--- config.mk ---
export PLATFORM = sky130hd
export DESIGN_NAME = mdg_cmd_engine
export DESIGN_NICKNAME = d
export VERILOG_FILES = /design/src/rtl/mdg_pkg.sv /design/src/rtl/mdg_tick_if.sv /design/src/rtl/mdg_tick_gen.sv /design/src/rtl/mdg_cmd_engine.sv
export SDC_FILE = /design/constraint.sdc
export NUM_CORES = 1
export LEC_CHECK = 0
export BUFFER_PORTS_ARGS = -buffer_cell sky130_fd_sc_hd__buf_2
export CORE_MARGIN = 8
export CORE_UTILIZATION = 54
export DETAILED_ROUTE_END_ITERATION = 6
export PLACE_DENSITY_LB_ADDON = 0.3
export REMOVE_ABC_BUFFERS = 1
export SETUP_SLACK_MARGIN = 0.05
export SLEW_MARGIN = 5
export SYNTH_ARGS = -nofsm -noshare
export SYNTH_HDL_FRONTEND = slang
export SYNTH_SLANG_ARGS = --single-unit
--- constraint.sdc ---
create_clock -name clk -period 2.7 [get_ports clk]
set_input_delay 0.135 -clock clk [delete_from_list [all_inputs] [get_ports clk]]
set_output_delay 0.135 -clock clk [all_outputs]
set_load 0.02 [all_outputs]
--- src/rtl/mdg_pkg.sv ---
package mdg_pkg;
  localparam int          ADDR_W       = 8;
  localparam int          DATA_W       = 32;
  // Byte offsets of the register map
  localparam logic [7:0]  OFF_CTRL     = 8'h00;
  localparam logic [7:0]  OFF_PARAM1   = 8'h04;
  localparam logic [7:0]  OFF_PARAM2   = 8'h08;
  localparam logic [7:0]  OFF_BUFLEN   = 8'h0C;
  localparam logic [7:0]  OFF_BUFADDR  = 8'h10;
  localparam logic [7:0]  OFF_STATUS   = 8'h14;
  localparam logic [7:0]  OFF_RESPLEN  = 8'h18;
  localparam logic [7:0]  OFF_MODEM    = 8'h1C;
  // Command codes
  localparam logic [7:0]  CMD_TX       = 8'h20;
  localparam logic [7:0]  CMD_RX       = 8'h30;
  // Control and status register fields
  localparam int          CTRL_START   = 0;
  localparam int          CTRL_CMD_LSB = 8;
  localparam int          STAT_DONE    = 1;
  // First parameter fields
  localparam int          P1_NEW_LSB   = 0;
  localparam int          NEW_W        = 5;
  localparam int          P1_CHANGE    = 7;
  localparam int          P1_CHECK     = 8;
  localparam int          P1_REQ_LSB   = 9;
  localparam int          REQ_W        = 7;
  localparam int          P1_MASK_EN   = 16;
  localparam int          P1_MASK_LSB  = 17;
  // Second parameter field
  localparam int          P2_TMO_LSB   = 0;
  localparam int          TMO_W        = 16;
  localparam int          LEN_W        = 16;
  // Result codes in the status register
  localparam logic [3:0]  RES_NONE     = 4'h0;
  localparam logic [3:0]  RES_OK       = 4'h1;
  localparam logic [3:0]  RES_TIMEOUT  = 4'h2;
  localparam logic [3:0]  RES_ERROR    = 4'h3;
  localparam logic [3:0]  RES_BADCMD   = 4'h4;
  // Reset values
  localparam logic [31:0] RST_WORD     = 32'h0000_0000;
  localparam logic [4:0]  RST_MODEM    = 5'h00;
  // Timeout step
  localparam int          STEP_MS      = 10;
  localparam int          CLK_NS       = 8;
  localparam int          STEP_CYC     = (STEP_MS * 1000000) / CLK_NS;
  typedef enum logic [1:0] {ST_IDLE, ST_WAIT, ST_XFER} mdg_state_t;
endpackage

--- src/rtl/mdg_tick_if.sv ---
`timescale 1ns/1ns
`default_nettype none
interface mdg_tick_if;
  logic run;
  logic tick;
  modport gen (input run, output tick);
  modport eng (output run, input tick);
endinterface
`default_nettype wire

--- src/rtl/mdg_tick_gen.sv ---
`timescale 1ns/1ns
`default_nettype none
module mdg_tick_gen #(
  parameter int STEP_CYC = mdg_pkg::STEP_CYC
) (
  input  wire logic clk,
  input  wire logic reset_n,
  mdg_tick_if.gen   tk
);
  typedef struct packed
  {
    logic [31:0] cnt;
    logic        tick;
  } mdg_tick_state_t;

  mdg_tick_state_t s_r;
  mdg_tick_state_t s_nxt;

  // Restart on every new wait so the first step is a full step
  always_comb
  begin
    s_nxt      = s_r;
    s_nxt.tick = 1'b0;
    if (!tk.run)
    begin
      s_nxt.cnt = 32'h0;
    end
    else if (s_r.cnt == 32'(STEP_CYC - 1))
    begin
      s_nxt.cnt  = 32'h0;
      s_nxt.tick = 1'b1;
    end
    else
    begin
      s_nxt.cnt = s_r.cnt + 32'h1;
    end
  end

  always_ff @(posedge clk or negedge reset_n)
  begin
    if (!reset_n)
      s_r <= '0;
    else
      s_r <= s_nxt;
  end

  assign tk.tick = s_r.tick;
endmodule
`default_nettype wire

--- src/rtl/mdg_cmd_engine.sv ---
// What this block does
// - Check required status before transmitting
// - Status bits 9..15 map to incoming circuits
// - Receive also waits on required status
// - Bits 23:16 mask the required status
// - Bit 16 clear: condition met at once
// - Mask bits 17..23 qualify bits 9..15
// - Wait bounded by 16-bit 10 ms timeout
// - Timeout abandons wait, reports timeout
// - Zero timeout waits forever; upper unused
// - Receive answers only at end or error
// - Bits 4:0 drive outgoing modem circuits
// - Bit 7 gates the outgoing update
// - Bit 8 gates the status wait
//
// Added by the designer: the address map and the APB interface to the registers.
`timescale 1ns/1ns
`default_nettype none
module mdg_cmd_engine #(
  parameter int STEP_CYC = mdg_pkg::STEP_CYC
) (
  input  wire logic        clk,
  input  wire logic        reset_n,
  input  wire logic        psel,
  input  wire logic        penable,
  input  wire logic        pwrite,
  input  wire logic [7:0]  paddr,
  input  wire logic [31:0] pwdata,
  output var  logic [31:0] prdata,
  output var  logic        pready,
  output var  logic        pslverr,
  output var  logic [4:0]  modemOut,
  input  wire logic [6:0]  modemIn,
  output var  logic        xferReq,
  output var  logic        xferRx,
  output var  logic [31:0] xferAddr,
  output var  logic [31:0] xferLen,
  input  wire logic        xferDone,
  input  wire logic        xferErr,
  input  wire logic [15:0] xferCount
);
  typedef struct packed
  {
    mdg_pkg::mdg_state_t st;
    logic [7:0]          cmd;
    logic [31:0]         p1;
    logic [31:0]         p2;
    logic [31:0]         bufLen;
    logic [31:0]         bufAddr;
    logic [15:0]         tmo;
    logic                tmoOn;
    logic [4:0]          mOut;
    logic                busy;
    logic                done;
    logic [3:0]          res;
    logic [15:0]         rlen;
    logic                xReq;
    logic [31:0]         rdata;
    logic                slvErr;
  } mdg_eng_state_t;

  mdg_eng_state_t s_r;
  mdg_eng_state_t s_nxt;
  mdg_tick_if     tk ();

  mdg_tick_gen #(
    .STEP_CYC (STEP_CYC)
  ) u_tick (
    .clk     (clk),
    .reset_n (reset_n),
    .tk      (tk)
  );

  function automatic logic isMapped(input logic [7:0] a);
    case (a)
      mdg_pkg::OFF_CTRL,
      mdg_pkg::OFF_PARAM1,
      mdg_pkg::OFF_PARAM2,
      mdg_pkg::OFF_BUFLEN,
      mdg_pkg::OFF_BUFADDR,
      mdg_pkg::OFF_STATUS,
      mdg_pkg::OFF_RESPLEN,
      mdg_pkg::OFF_MODEM: isMapped = 1'b1;
      default:            isMapped = 1'b0;
    endcase
  endfunction

  // Any other code ends at once with a bad-command result
  function automatic logic validCmd(input logic [7:0] c);
    validCmd = (c == mdg_pkg::CMD_TX) || (c == mdg_pkg::CMD_RX);
  endfunction

  // Bit n of modemIn is the circuit that required-status bit 9+n names
  function automatic logic statusMet(input logic [31:0] p,
                                     input logic [6:0]  lines);
    logic [6:0] req;
    logic [6:0] msk;
    req = p[mdg_pkg::P1_REQ_LSB +: mdg_pkg::REQ_W];
    msk = p[mdg_pkg::P1_MASK_LSB +: mdg_pkg::REQ_W];
    if (!p[mdg_pkg::P1_MASK_EN])
      statusMet = 1'b1;
    else
      statusMet = ((req ^ lines) & msk) == 7'h00;
  endfunction

  function automatic logic [31:0] readWord(input mdg_eng_state_t s,
                                           input logic [7:0]     a,
                                           input logic [6:0]     lines);
    case (a)
      mdg_pkg::OFF_CTRL:
      begin
        readWord = {16'h0000, s.cmd, 7'h00, s.busy};
      end
      mdg_pkg::OFF_PARAM1:
      begin
        readWord = s.p1;
      end
      mdg_pkg::OFF_PARAM2:
      begin
        readWord = s.p2;
      end
      mdg_pkg::OFF_BUFLEN:
      begin
        readWord = s.bufLen;
      end
      mdg_pkg::OFF_BUFADDR:
      begin
        readWord = s.bufAddr;
      end
      mdg_pkg::OFF_STATUS:
      begin
        // The wait flag shows the live state, not a snapshot
        readWord = {24'h000000, s.res, 1'b0,
                    s.st == mdg_pkg::ST_WAIT, s.done, s.busy};
      end
      mdg_pkg::OFF_RESPLEN:
      begin
        readWord = {16'h0000, s.rlen};
      end
      mdg_pkg::OFF_MODEM:
      begin
        readWord = {16'h0000, lines, 4'h0, s.mOut};
      end
      default:
      begin
        readWord = 32'h0000_0000;
      end
    endcase
  endfunction

  logic setupPh;
  logic wrAcc;
  logic startReq;
  logic doneSet;
  logic doneClr;

  assign setupPh = psel && !penable;
  assign wrAcc   = psel && penable && pwrite;

  always_comb
  begin
    s_nxt    = s_r;
    doneSet  = 1'b0;
    startReq = 1'b0;
    doneClr  = 1'b0;

    // Read data is captured in the setup cycle so it leaves a flip-flop
    if (setupPh)
    begin
      s_nxt.rdata  = readWord(s_r, paddr, modemIn);
      s_nxt.slvErr = !isMapped(paddr);
    end

    if (wrAcc)
    begin
      case (paddr)
        mdg_pkg::OFF_CTRL:
        begin
          startReq = pwdata[mdg_pkg::CTRL_START] && !s_r.busy;
        end
        // Parameters are frozen while a command runs
        mdg_pkg::OFF_PARAM1:
        begin
          if (!s_r.busy)
          begin
            s_nxt.p1 = pwdata;
          end
        end
        mdg_pkg::OFF_PARAM2:
        begin
          if (!s_r.busy)
          begin
            s_nxt.p2 = pwdata;
          end
        end
        mdg_pkg::OFF_BUFLEN:
        begin
          if (!s_r.busy)
          begin
            s_nxt.bufLen = pwdata;
          end
        end
        mdg_pkg::OFF_BUFADDR:
        begin
          if (!s_r.busy)
          begin
            s_nxt.bufAddr = pwdata;
          end
        end
        mdg_pkg::OFF_STATUS:
        begin
          doneClr = pwdata[mdg_pkg::STAT_DONE];
        end
        mdg_pkg::OFF_MODEM:
        begin
          if (!s_r.busy)
          begin
            s_nxt.mOut = pwdata[mdg_pkg::P1_NEW_LSB +: mdg_pkg::NEW_W];
          end
        end
        default:
        begin
          s_nxt.st = s_r.st;
        end
      endcase
    end

    case (s_r.st)
      mdg_pkg::ST_IDLE:
      begin
        if (startReq)
        begin
          s_nxt.cmd = pwdata[mdg_pkg::CTRL_CMD_LSB +: 8];
          if (!validCmd(s_nxt.cmd))
          begin
            s_nxt.res = mdg_pkg::RES_BADCMD;
            doneSet   = 1'b1;
          end
          else
          begin
            s_nxt.busy = 1'b1;
            s_nxt.res  = mdg_pkg::RES_NONE;
            if (s_r.p1[mdg_pkg::P1_CHANGE])
            begin
              s_nxt.mOut = s_r.p1[mdg_pkg::P1_NEW_LSB +: mdg_pkg::NEW_W];
            end
            if (s_r.p1[mdg_pkg::P1_CHECK])
            begin
              // Both directions hold off the same way
              s_nxt.st    = mdg_pkg::ST_WAIT;
              s_nxt.tmo   = s_r.p2[mdg_pkg::P2_TMO_LSB +: mdg_pkg::TMO_W];
              s_nxt.tmoOn = s_nxt.tmo != 16'h0000;
            end
            else
            begin
              s_nxt.st   = mdg_pkg::ST_XFER;
              s_nxt.xReq = 1'b1;
            end
          end
        end
      end
      mdg_pkg::ST_WAIT:
      begin
        if (statusMet(s_r.p1, modemIn))
        begin
          s_nxt.st   = mdg_pkg::ST_XFER;
          s_nxt.xReq = 1'b1;
        end
        else if (s_r.tmoOn && tk.tick)
        begin
          s_nxt.tmo = s_r.tmo - 16'h0001;
          if (s_r.tmo == 16'h0001)
          begin
            // Expiry ends the command with no data moved
            s_nxt.st   = mdg_pkg::ST_IDLE;
            s_nxt.busy = 1'b0;
            s_nxt.res  = mdg_pkg::RES_TIMEOUT;
            s_nxt.rlen = 16'h0000;
            doneSet    = 1'b1;
          end
        end
      end
      mdg_pkg::ST_XFER:
      begin
        // Response waits for the data mover, never earlier
        if (xferDone)
        begin
          s_nxt.st   = mdg_pkg::ST_IDLE;
          s_nxt.busy = 1'b0;
          s_nxt.xReq = 1'b0;
          s_nxt.res  = xferErr ? mdg_pkg::RES_ERROR : mdg_pkg::RES_OK;
          s_nxt.rlen = (s_r.cmd == mdg_pkg::CMD_RX) ? xferCount
                                                     : s_r.bufLen[15:0];
          doneSet    = 1'b1;
        end
      end
      default:
      begin
        s_nxt.st   = mdg_pkg::ST_IDLE;
        s_nxt.busy = 1'b0;
        s_nxt.xReq = 1'b0;
      end
    endcase

    // A completion in the clearing cycle must not be lost
    s_nxt.done = doneSet || (s_r.done && !doneClr);
  end

  always_ff @(posedge clk or negedge reset_n)
  begin
    if (!reset_n)
    begin
      s_r         <= '0;
      s_r.st      <= mdg_pkg::ST_IDLE;
      s_r.p1      <= mdg_pkg::RST_WORD;
      s_r.p2      <= mdg_pkg::RST_WORD;
      s_r.mOut    <= mdg_pkg::RST_MODEM;
      s_r.res     <= mdg_pkg::RES_NONE;
    end
    else
    begin
      s_r <= s_nxt;
    end
  end

  assign tk.run = (s_r.st == mdg_pkg::ST_WAIT) && s_r.tmoOn;

  // Zero-wait slave: every access phase completes at once
  assign pready   = 1'b1;
  assign prdata   = s_r.rdata;
  assign pslverr  = s_r.slvErr;
  assign modemOut = s_r.mOut;
  assign xferReq  = s_r.xReq;
  assign xferRx   = s_r.cmd == mdg_pkg::CMD_RX;
  assign xferAddr = s_r.bufAddr;
  assign xferLen  = s_r.bufLen;
endmodule
`default_nettype wire

# After elaboration in Yosys (flattened, before gate mapping)
# Memory sizes are Yosys's and may differ from the RTL's.
# Cells that the tools add are included.
# word_totals
ff_bits	249
mem_bits_ro	32
input_bits	70
out_inout_bits	105
word_cells	141
n_memories	1
# classes
addsub	2
eq_ne	25
n_mux	59
n_bitwise	3
reduce_logical	33
# memory_table
name	depth	width	rd	rd_ports_with_merged_regs	write_ports	line	rtl
(no name shown)	32	1	1	0	0	mdg_cmd_engine.sv:75	case (a)
# ops
operator	n
one-hot mux 32 bit (8 select lines)	1
2-to-1 mux 32 bit	2
one-hot mux 16 bit (2 select lines)	2
2-to-1 mux 20 bit	3
2-to-1 mux 16 bit	3
2-to-1 mux 23 bit	2
adder 32 x 1 -> 32 bit, second input constant	1
equality test 32 x 21 -> 1 bit, second input constant	1
equality test 8 x 5 -> 1 bit, second input constant	4
2-to-1 mux 5 bit	5
equality test 8 x 6 -> 1 bit, second input constant	3
2-to-1 mux 1 bit	24
2-to-1 mux 21 bit	1
AND reduction 6 bit	3
2-to-1 mux 17 bit	1
equality test 16 x 1 -> 1 bit, second input constant	1
equality test 8 x 4 -> 1 bit, second input constant	2
nonzero test 16 bit	1
subtractor 16 x 1 -> 16 bit, second input constant	1
AND reduction 5 bit	3
2-to-1 mux 2 bit	7
!= test 2 bit, second input constant	6
one-hot mux 4 bit (3 select lines)	1
AND reduction 3 bit	4
24 further kinds	40

# Longest topological paths before layout
# depth
word_depth	8
mapped_depth	11
ltp_nobuf	8

# Modules after synthesis
# From an unflattened synthesis, not the netlist that was laid out.
# unflattened
hier_cells	1194
hier_area_um2	13210.2
# modules_own_cells
mod	instances	cells_each	area_per_inst_um2	seq_area_each_um2
mdg_cmd_engine	1	1004	11424.7	5380.2
mdg_tick_gen	1	190	1785.5	825.8

# Least setup slack after synthesis
# No wires, ideal clock.
# synth_timing
kind	register to register
from	reg s_r[67] (netlist bit)
to	reg s_r[39] (netlist bit)
setup_time_ns	0.125
arrival_time_ns	2.220
required_time_ns	2.575
slack_ns	0.356
stages_incl_launch_ff	8
n_path_buf	1
period_less_slack_ns	2.344
cell_sequence	dfrtp_1 > nor3_1 > nand2_1 > or2_2 > o21ai_1 > nand3_2 > buf_4 > mux2_2
# synth_via
elab_chain_len	3
# synth_rtl
item	line	rtl
start, declared	mdg_cmd_engine.sv:62	mdg_eng_state_t s_r;
start signal, assigned	mdg_cmd_engine.sv:322	s_r <= s_nxt;
equality test 16 x 1 -> 1 bit	mdg_cmd_engine.sv:272	if (s_r.tmo == 16'h0001)
!= test 2 x 1 -> 1 bit (no line)	--	
AND reduction 5 bit (no line)	--	
# No other way between the ends.
# A chain may end at the register's enable or synchronous reset.

# Worst setup path after layout
# layout_timing
from	in pwdata[15]
to	reg s_r[63] (netlist bit)
# layout_via
elab_chain_len	4
elab_cells_between_ends	5
# layout_rtl
item	line	rtl
start, declared	mdg_cmd_engine.sv:28	input wire logic [31:0] pwdata,
equality test 8 x 6 -> 1 bit	mdg_cmd_engine.sv:90	validCmd = (c == mdg_pkg::CMD_TX) || (c == mdg_pkg::CMD_RX);
logical OR 1 bit *	mdg_cmd_engine.sv:90	
!= test 2 bit (no line) *	--	
AND reduction 6 bit (no line) *	--	
# Mark *: on every way between the ends. The rest lies on a longest branch, timed or not.

==> flow_summary.yaml <==
grt:
  grt_pass1_vias: 10014
  grt_first_pass_wirelength_microns: 57000
  antenna_found_initial: 3
  grt_max_degree: 82
  grt-ovfl-total: 0
  groute.usage.overall_pct: 25.3
layout:
  multi_input_area_sq_um: 5300
  regArea_sq_um: 6210
  drive_above_1_share_pct: 33.1
  fillers: 1897
  areaGrowthSynthToFinish_pct: 16.7
  final_common_cell: "dfrtp_1"
  post-route-util_pct: 63.3
  nets: 1361
  most-common-layout-cells: "248 x dfrtp_1, 172 x buf_2, 142 x mux2_2"
clocking:
  cts_buffers: 28
  clock-sinks: 248
  cts_root_buffer: "clkbuf_16"
  cts_tree: "yes"
  cts.repair_timing.setup_buffer_count: 0
  htreeDepth: 1
  clk_path_buf_depth: 3
  path_clk_slew_ns: 0.06
  clk_latency_ns: 0.54
critical_path:
  cpPeakStageDelay_ns: 0.56
  endpoint: "s_r[63]"
  cp.depth: 8
  r2r-end: "s_r[52]"
  cp_num_buf_inv: 2
  reg2reg_depth: 6
  critical_path_class: "in -> reg"
  r2r_slack_ns: 0.34
  slowest_stage: "dlygate4sd3_1"
  r2r-start: "s_r[55]"
  crit_family: "simple AND/OR/NAND/NOR gates"
  path_cells: "dlygate4sd3_1, buf_2, or4b_1, or4_4, o32a_4, a21o_4, a221oi_1, a21oi_1"
  path_max_fanout: 11
  critical_path.startpoint_type: "input pin"
  arrival_ns: 2.95
  critPathCaptureType: "flip-flop"
  required_ns: 3.11
  critPathLaunch: "pwdata[15]"
placed_design:
  io_buffers: 173
  dp_hpwl_microns: 24600
  dp_slack_ns: 0.0352
  place.gp.congestion: 0.944
floorplan:
  rows: 56
  die_h_microns: 169
  die_area_sq_um: 28400
  die_w_microns: 169
  core_area_sq_um: 23200
  num_io_pins: 175
  initial_core_util_pct: 54.2
sta:
  layout_setup_ws_ns: 0.163
  relSlewSlack_pct: 45.8
  period_minus_slack_ns: 2.54
  post-route-period-util_pct: 94.0
  report.final.hold_viol_count: 0
  setup_viol_count_final: 0
  fin_worst_skew_ns: 0.0116
  tightest_slew_ns: 0.809
  rsz0062_at_grt: "false"
  slew_viol_final: 0
  fmax_ghz: 0.394
job:
  cap_violations: 0
synth:
  synth_seq_cells: 248
  syn_inst: 1164
  synthArstFlopShare_pct: 100
  synth_edf_count: 0
  synth.distinct_cells: 73
  synth_area_sq_um: 12600
  synth.yosys.seq_area_share_pct: 49.4
  syn_area_per_cell_sq_um: 10.8
  yosysWarnings: 0
  yosys_most_used_dff: "dfrtp_1"
routing:
  viasPerCell: 5.99
  vias: 9721
  first_iter_violations: 963
  dr.pass1.iters: 6
  antenna_left: 0
  routed_wl_microns: 36200
  post_drt_wl_per_cell_microns: 22.3
  drc: 0
power:
  ir_worst_vdd_uv: 527
  power_w: 0.00887
  p_leak_nw: 6.95
  powerDensity_nw_per_um2: 604
min_path:
  hold_path.class: "in -> reg"
run_status:
  outcome: "complete, no violations"
cell usage after synthesis, drive strengths merged (3+ instances only):
library cell  count  area share, %
dfrtp           248             49
nand2           117            3.5
o41ai             3           0.42
and3              8           0.40
nor4             17           0.85
nand2b            4           0.20
nor2             98            3.0
a222oi           20            1.6
inv              13           0.39
ha                7           0.70
a31oi            28            1.4
a221oi           14            1.0
a21oi            22           0.97
and2              7           0.35
o31ai             4           0.24
or3               4           0.20
a21boi           17            1.0
xnor2             5           0.35
o21ai            21           0.84
nor3b             3           0.18
a22oi            32            2.0
nand3b            3           0.18
and4              3           0.21
clkbuf           37            1.1
mux2i            14            1.1
nor2b             3           0.15
nand3            27            1.2
nand4            17           0.85
nor3             17           0.68
a32oi             3           0.21
mux2            149             13
buf             129            7.3
or4               5           0.36
xor2             30            2.1
a221o             4           0.32
metal layers:
layer | wire [microns] | track usage (%) | vias to the layer above | share of wire, %
met1 | 15000 | 33.5 | 4916 | 41
met5 | 22 | 0 | - | 0.061
met4 | 1160 | 8.15 | 4 | 3.2
met3 | 3030 | 5.22 | 82 | 8.4
met2 | 17000 | 41.1 | 385 | 47
li1 | - | - | 4334 | -
worst min path at each step:
stage                           from     endpoint  slack (ns)  depth (start not counted)
final                     modemIn[2]   prdata[11]        0.02                          3
after global routing      modemIn[2]   prdata[11]        0.05                          3
after CTS                 modemIn[2]   prdata[11]       0.006                          3
after detailed placement     reset_n     s_r[143]        0.08                          1
after global placement       reset_n     s_r[143]        0.08                          1
after floorplan              reset_n  modemOut[0]       -0.16                          0
worst register-to-register path, delay by kind of cell, from the launching register on:
| kind | cells | cell delay [ns] |
|---|---|---|
| mux | 1 | 0.34 |
| simple gates | 4 | 1.17 |
| compound gates | 1 | 0.33 |
| flops | 1 | 0.40 |
flip-flops by register name, summed over array words and instances (netlist names):
name            count
u_tick.s_r         32
u_tick.tk.tick      1
modemOut            5
pslverr             1
s_r               112
xferAddr           32
prdata             32
xferReq             1
xferLen            32
power by group:
part	total, W	internal (W)	switching [W]
clock	0.00391	0.00239	0.00152
sequential	0.00392	0.00384	0.0000872
combinational	0.00104	0.000425	0.000610
total	0.00887	0.00665	0.00222
final cells by class:
cell class | count | share of cell area, %
Sequential cell | 248 | 42.3
Multi-Input combinational cell | 736 | 36.1
Timing Repair Buffer | 256 | 12.0
Clock buffer | 42 | 5.89
Tap cell | 319 | 2.72
Clock inverter | 8 | 0.648
Inverter | 14 | 0.358
Antenna cell | 1 | 0.0171
stage by stage:
stage | cells | hold WS, ns | cell area (sq um) | setup TNS [ns]
2_1_floorplan | 998 | -0.161 | 11500 | -75.93
3_3_place_gp | 1535 | 0.0799 | 13300 | 0
3_5_place_dp | 1535 | 0.0816 | 13300 | 0
4_1_cts | 1623 | 0.00569 | 14700 | 0
5_1_grt | 1624 | 0.0480 | 14700 | 0
6_report | 1624 | 0.0183 | 14700 | 0
kinds of logic (layout without fill, tap and decap cells):
family                   count (synthesis)  after routing  synth area share, %
multiplexers                           163            163                 14.5
other                                    1              2               0.0298
AND/OR/NAND/NOR                        343            343                 12.9
flip-flops                             248            248                 49.4
AO/OA/AOI/OAI                          187            187                 11.3
XOR/XNOR                                35             35                 2.44
buffers and inverters                  180            320                 8.79
adder cells (fa/ha/maj)                  7              7                0.696
what timing repair did:
item / 4_1_cts / 5_1_grt
setup endpoints to repair: 0 / 12
hold buffers: 38 / 0
resized for setup: 0 / 2
hold endpoints to repair: 279 / 0
Note: power is estimated with default switching activity, not from simulation.
